==> src/rtl/osc_defines.vh <==
// Purpose: constants for the oscillator control registers
// Assumes: 8-bit special-function register space, byte addresses
// Notes: trim reset value is a per-part factory value, given at elaboration
// What this block does
// - internal oscillator runs while enable bit 7 is 1; resets to 0
// - bit 6 ready flag reads 1 only while oscillator at programmed rate
// - trim bit 7 set turns on spread-spectrum dithering of internal clock
// - seven-bit trim field comes up at factory value for 24.5 MHz
// - larger trim lowers frequency, smaller raises; about one percent a step
// - external valid flag bit 7 reads 1 when external oscillator stable
// - valid flag always reads 0 in both CMOS clock modes
// - mode bits 6:4: 00x disabled, 010 CMOS, 011 CMOS divided by two
// - mode 100 RC, 101 capacitor, 110 crystal, 111 crystal divided by two
// - external control bit 3 reads 0; software writes 0
// - bits 2:0 select one of eight external bias current levels
`ifndef OSC_DEFINES_VH
`define OSC_DEFINES_VH
`define OSC_ADDR_EXT_CTRL 8'hB1
`define OSC_ADDR_INT_CTRL 8'hB2
`define OSC_ADDR_INT_TRIM 8'hB3
`define OSC_EXT_CTRL_RST 8'h00
`define OSC_INT_RSVD_RST 6'h00
`define OSC_TRIM_PRELOAD 7'h00
`define OSC_MODE_RST 3'h0
`define OSC_BIAS_RST 3'h0
`define OSC_RDATA_RST 8'h00
`define OSC_BIT_INT_EN 7
`define OSC_BIT_INT_RDY 6
`define OSC_BIT_DITHER 7
`define OSC_BIT_EXT_VALID 7
`define OSC_MODE_MSB 6
`define OSC_MODE_LSB 4
`define OSC_BIAS_MSB 2
`define OSC_BIAS_LSB 0
`define OSC_MODE_OFF0 3'h0
`define OSC_MODE_OFF1 3'h1
`define OSC_MODE_CMOS 3'h2
`define OSC_MODE_CMOS_DIV2 3'h3
`define OSC_MODE_RC 3'h4
`define OSC_MODE_CAP 3'h5
`define OSC_MODE_XTAL 3'h6
`define OSC_MODE_XTAL_DIV2 3'h7
`endif

==> src/rtl/osc_ctrl.v <==
// Purpose: oscillator control and status registers
// Assumes: one-cycle read and write strobes from the core's register space
// Notes: analog oscillators are outside; this block steers and observes them
`timescale 1ns/1ps
`include "osc_defines.vh"

module osc_ctrl #(
	parameter [6:0] TRIM_RESET = 7'h40
)(
	input wire ref_clk,
	input wire resetn,
	input wire [7:0] reg_addr,
	input wire [7:0] reg_wdata,
	input wire reg_wr,
	input wire reg_rd,
	output reg [7:0] reg_rdata,
	input wire int_osc_settled,
	input wire ext_osc_stable,
	output reg internal_osc_enable,
	output reg dither_enable,
	output reg [6:0] internal_osc_trim_value,
	output reg [2:0] external_mode_select,
	output reg [2:0] external_bias_level,
	output reg ext_circuit_on,
	output reg ext_div2_on
);

//------------------------------------------------------------
// register state
//------------------------------------------------------------
// reserved low bits of the internal control byte, kept as written
reg [5:0] int_rsvd_q;
reg [5:0] int_rsvd_d;
// frequency ready flag and its next value
reg ready_q;
reg ready_d;
// set once the factory trim has been taken after reset
reg trim_loaded_q;
reg trim_loaded_d;
// next values of the registered outputs
reg int_en_d;
reg dither_d;
reg [6:0] trim_d;
reg [2:0] mode_d;
reg [2:0] bias_d;
reg circuit_d;
reg div2_d;
reg [7:0] rdata_d;

//------------------------------------------------------------
// address decode
//------------------------------------------------------------
wire wr_ext;
wire wr_int;
wire wr_trim;
wire [2:0] wmode;
wire ext_cmos;
wire ext_valid;

// one write strobe per register
assign wr_ext = reg_wr && (reg_addr == `OSC_ADDR_EXT_CTRL);
assign wr_int = reg_wr && (reg_addr == `OSC_ADDR_INT_CTRL);
assign wr_trim = reg_wr && (reg_addr == `OSC_ADDR_INT_TRIM);
// mode field of the byte being written
assign wmode = reg_wdata[`OSC_MODE_MSB:`OSC_MODE_LSB];

// cmos clock input modes, plain and halved
assign ext_cmos = (external_mode_select == `OSC_MODE_CMOS) ||
	(external_mode_select == `OSC_MODE_CMOS_DIV2);

// valid only when running, never in cmos modes
assign ext_valid = ext_osc_stable && ext_circuit_on &&
	!ext_cmos;

//------------------------------------------------------------
// internal oscillator control
//------------------------------------------------------------
// enable and reserved bits follow each write
always @*
begin
	int_en_d = internal_osc_enable;
	int_rsvd_d = int_rsvd_q;
	if (wr_int)
	begin
		int_en_d = reg_wdata[`OSC_BIT_INT_EN];
		int_rsvd_d = reg_wdata[5:0];
	end
end

// ready drops on any internal control write or when stopped, rises on settle
always @*
begin
	ready_d = ready_q;
	if (!internal_osc_enable || wr_int)
		ready_d = 1'b0;
	else if (int_osc_settled)
		ready_d = 1'b1;
end

// registers of the internal control byte
always @(posedge ref_clk or negedge resetn)
begin
	if (!resetn)
	begin
		internal_osc_enable <= 1'b0;
		int_rsvd_q <= `OSC_INT_RSVD_RST;
		ready_q <= 1'b0;
	end
	else
	begin
		internal_osc_enable <= int_en_d;
		int_rsvd_q <= int_rsvd_d;
		ready_q <= ready_d;
	end
end

//------------------------------------------------------------
// trim and dithering
//------------------------------------------------------------
// factory trim is taken on the first edge after release
always @*
begin
	trim_loaded_d = 1'b1;
	dither_d = dither_enable;
	trim_d = internal_osc_trim_value;
	if (!trim_loaded_q)
		trim_d = TRIM_RESET;
	else if (wr_trim)
		trim_d = reg_wdata[6:0];
	if (wr_trim)
		dither_d = reg_wdata[`OSC_BIT_DITHER];
end

// the trim field of a write in the load cycle loses to the factory value; its dither bit is still taken
always @(posedge ref_clk or negedge resetn)
begin
	if (!resetn)
	begin
		trim_loaded_q <= 1'b0;
		dither_enable <= 1'b0;
		internal_osc_trim_value <= `OSC_TRIM_PRELOAD;
	end
	else
	begin
		trim_loaded_q <= trim_loaded_d;
		dither_enable <= dither_d;
		internal_osc_trim_value <= trim_d;
	end
end

//------------------------------------------------------------
// external oscillator control
//------------------------------------------------------------
// mode, bias and circuit steering follow each write
always @*
begin
	mode_d = external_mode_select;
	bias_d = external_bias_level;
	circuit_d = ext_circuit_on;
	div2_d = ext_div2_on;
	if (wr_ext)
	begin
		mode_d = wmode;
		bias_d = reg_wdata[`OSC_BIAS_MSB:`OSC_BIAS_LSB];
		circuit_d = wmode[2] | wmode[1];
		div2_d = (wmode == `OSC_MODE_CMOS_DIV2) ||
			(wmode == `OSC_MODE_XTAL_DIV2);
	end
end

// registers of the external control byte
always @(posedge ref_clk or negedge resetn)
begin
	if (!resetn)
	begin
		external_mode_select <= `OSC_MODE_RST;
		external_bias_level <= `OSC_BIAS_RST;
		ext_circuit_on <= 1'b0;
		ext_div2_on <= 1'b0;
	end
	else
	begin
		external_mode_select <= mode_d;
		external_bias_level <= bias_d;
		ext_circuit_on <= circuit_d;
		ext_div2_on <= div2_d;
	end
end

//------------------------------------------------------------
// read path
//------------------------------------------------------------
// read mux; bit 3 of the external byte always reads 0
always @*
begin
	rdata_d = reg_rdata;
	if (reg_rd)
	begin
		case (reg_addr)
		`OSC_ADDR_EXT_CTRL:
			rdata_d = {ext_valid, external_mode_select, 1'b0,
				external_bias_level};
		`OSC_ADDR_INT_CTRL:
			rdata_d = {internal_osc_enable, ready_q,
				int_rsvd_q};
		`OSC_ADDR_INT_TRIM:
			rdata_d = {dither_enable, internal_osc_trim_value};
		default:
			rdata_d = 8'h00;
		endcase
	end
end

// read data holds until the next read
always @(posedge ref_clk or negedge resetn)
begin
	if (!resetn)
		reg_rdata <= `OSC_RDATA_RST;
	else
		reg_rdata <= rdata_d;
end

endmodule // osc_ctrl

==> config.mk <==
export PLATFORM = sky130hd
export DESIGN_NAME = osc_ctrl
export DESIGN_NICKNAME = d
export VERILOG_FILES = /design/src/rtl/osc_ctrl.v
export VERILOG_INCLUDE_DIRS = /design/src /design/src/rtl
export SDC_FILE = /design/constraint.sdc
export NUM_CORES = 1
export LEC_CHECK = 0
export ABC_CLOCK_PERIOD_IN_PS = 2000
export BUFFER_PORTS_ARGS = -buffer_cell sky130_fd_sc_hd__buf_2
export CELL_PAD_IN_SITES_DETAIL_PLACEMENT = 0
export CELL_PAD_IN_SITES_GLOBAL_PLACEMENT = 1
export CORE_MARGIN = 8
export CORE_UTILIZATION = 42
export DETAILED_ROUTE_END_ITERATION = 8
export HOLD_SLACK_MARGIN = 0.05
export PLACE_DENSITY = 0.8
export SLEW_MARGIN = 20
export SYNTH_ARGS = -nofsm -noshare
export SYNTH_HDL_FRONTEND = slang
export SYNTH_SLANG_ARGS = --single-unit
==> constraint.sdc <==
create_clock -name ref_clk -period 2 [get_ports ref_clk]
set_input_delay 0.2 -clock ref_clk [delete_from_list [all_inputs] [get_ports ref_clk]]
set_output_delay 0.2 -clock ref_clk [all_outputs]
set_load 0.1 [all_outputs]
==> results by group <==
Detailed routing
  – 1st-iter DRT viols: 32
  – Drt pass-1 iters: 4
  – WL/cell: 16.3 um
  – Final wirelength: 3690 um
  – Via count: 1,159
  – Routed Antenna Nets: 0
  – DRC viols: 0
  – Detailed-route vias per instance: 5.13

STA
  – Setup TNS: 0 ns
  – Slew HR: 0.512
  – FMAX: 745 MHz
  – Final Hold Fails: 0
  – Clock skew: 0.00347 ns
  – Crit path time final: 1.34 ns
  – Fin crit share: 0.671
  – Worst Tran Pin Value: 0.732 ns
  – # setup viols final: 0
  – Slew Limit Fails: 0
  – RSZ-0062 raised after global routing: false

Synth
  – Netlist cell types: 23
  – Top post-synthesis cells by count: dfrtp_1, mux2_2, nand2_1, inv_1, mux2i_1
  – Combinational family with the most area after synthesis: multiplexers
  – Top-area cell type share of the netlist area: 0.529
  – Syn Area/Cell: 12.4 um2
  – Dominant synthesized flop cell: dfrtp_1
  – Post-synthesis xor/xnor area fraction: 0
  – Largest cells by area after synthesis: dfrtp_1, mux2_2, mux2i_1
  – Post-synth top area cell: dfrtp_1
  – FFs w/ async S/R, synth: 1.00
  – Syn Inst Count: 126
  – Synthesized net count: 148
  – Flops & latches, synth: 33
  – Sequential area share after synthesis: 0.529
  – Yosys synthesis warning count: 0
  – Number of flops mapped to enable cells by yosys: 0
  – Cell with the most instances after synthesis: dfrtp_1
  – Mux contribution to synthesized area: 0.223
  – Adder-cell share of the synthesized area: 0
  – Compound-Gate Fraction of Synth Area: 0.0706
  – Combined area of all synthesized cells: 0.00156 mm2
  – Simple-Gate Fraction of Synth Area: 0.140

Cells and area
  – Layout cells sized above 1: 0.472
  – Area of the multi-input gates: 679 um2
  – Antenna diode count: 0
  – Layout Nets: 199
  – Register area: 826 um2
  – Design area: 0.00194 mm2
  – Area Overhead vs Synth: 24.1%
  – # fillers: 341

GRT
  – Vias in the first global route: 1,354
  – Initial antenna violation count: 0
  – GRT Residual Overflow: 0
  – Largest net degree at the start of global routing: 34
  – First-pass GRT wire length: 6350 um
  – Global Route Usage Sum: 0.134

Critical path
  – Critical Path RT: 2.17 ns
  – Crit end category: flop
  – Worst EP arrival: 1.51 ns
  – CP Max Fanout: 8
  – WS Path Type: input port to flop
  – Type of element launching the critical path: input port
  – R2R depth: 3

Clocking
  – Total clock sinks: 33
  – Hold Buf Count CTS: 1
  – CTS H-tree depth: 2
  – Worst skew pair latency: 0.28 ns
  – Worst-case clock buffer depth: 2
  – Post-cts resize count: 0
  – CTS tree: yes
  – TritonCTS Buffers: 5
  – Clock Tree Root: clkbuf_8
  – Clock transition at the registers of the reported paths: 0.07 ns
  – Setup Fix Bufs, Post-CTS: 0

Die
  – Rows: 22
  – Die footprint: 0.00592 mm2
  – Die height: 77.0 um
  – Io pins: 47
  – Die width: 77.0 um
  – Initial Util: 0.433
  – Core Region: 0.00361 mm2

Placement
  – Placer Congestion: 0.757
  – Buffers on Ports: 46
  – Area of placed instances: 0.00184 mm2
  – DP HPWL: 2790 um

Power
  – Static leakage: 0.981 nW
  – Worst VDD drop: 402 uV
  – Pwr Density: 707 mW/mm2

Hold path
  – Min-delay worst type: input port to flop
  – Cell depth of the worst hold path: 2

Flow run
  – Max_cap viols: 0

Run status
  – Status: finished, final reports clean
-- cells by family (layout without fill, tap and decap cells) --
group / after synthesis / count (layout)
flops: 33 / 33
mux: 32 / 32
simple gates: 30 / 30
compound gates: 16 / 16
buf+inv: 14 / 66
other cells: 1 / 1
-- power breakdown --
group / internal, mW / leakage, nW / switching (mW) / total, mW
clock: 0.240 / 0.0439 / 0.241 / 0.480
combinational: 0.0547 / 0.496 / 0.136 / 0.191
sequential: 0.685 / 0.441 / 0.0143 / 0.699
total: 0.979 / 0.981 / 0.391 / 1.37
-- metrics by stage --
stage | hold WS (ns) | power, mW | utilization | instances | setup slack (ns)
2_1_floorplan | -0.0956 | 0.836 | - | 126 | 0.455
3_3_place_gp | 0.291 | 0.899 | 0.510 | 217 | 0.396
3_5_place_dp | 0.305 | 0.903 | 0.510 | 217 | 0.354
4_1_cts | 0.159 | 1.39 | 0.537 | 226 | 0.660
5_1_grt | 0.163 | 1.44 | 0.537 | 226 | 0.595
6_report | 0.167 | 1.37 | 0.537 | 226 | 0.657
-- final timing paths --
| path | start | to | slack, ns |
|---|---|---|---|
| max | reg_addr[2] | int_rsvd_q[4] | 0.66 |
| min | reg_wdata[7] | dither_enable | 0.17 |
| max reg2reg | external_mode_select[2] | reg_rdata[6] | 0.88 |
| min reg2reg | int_rsvd_q[2] | int_rsvd_q[2] | 0.51 |
| max in group asynchronous | resetn | dither_enable | 1.03 |
| min in group asynchronous | resetn | trim_loaded_q | 0.51 |
-- registers in the layout (all words and copies together), names as in the netlist --
name,cells
dither_enable,1
ext_div2_on,1
internal_osc_trim_value,7
external_bias_level,3
ext_circuit_on,1
reg_rdata,8
external_mode_select,3
int_rsvd_q,6
trim_loaded_q,1
internal_osc_enable,1
ready_q,1
-- critical path, stage by stage --
cell       delay [ns]
buf_2            0.11
nand4bb_4        0.26
nor4_4           0.54
mux2_2           0.40
-- routing by layer --
layer / track usage / part of all wire
met1: 0.146 / 0.45
met2: 0.221 / 0.47
met3: 0.0606 / 0.072
met4: 0.0538 / 0.016
met5: 0 / 0
-- cell type report --
| class | instances | area share |
|---|---|---|
| timing repair buffer | 48 | 0.128 |
| inverter | 10 | 0.0194 |
| sequential | 33 | 0.426 |
| clock inverter | 3 | 0.00904 |
| tap | 48 | 0.0310 |
| clock buffer | 5 | 0.0355 |
| multi-input combinational | 79 | 0.351 |
-- layout by cell type, fill, tap and decap left out, types with 4 or more instances in the layout --
master / n
nand2_1: 14
nor2b_1: 4
buf_2: 46
inv_1: 10
a22oi_1: 7
o22ai_1: 7
mux2i_1: 10
clkbuf_8: 5
dfrtp_1: 33
mux2_2: 22
(Power assumes the default switching activity.)
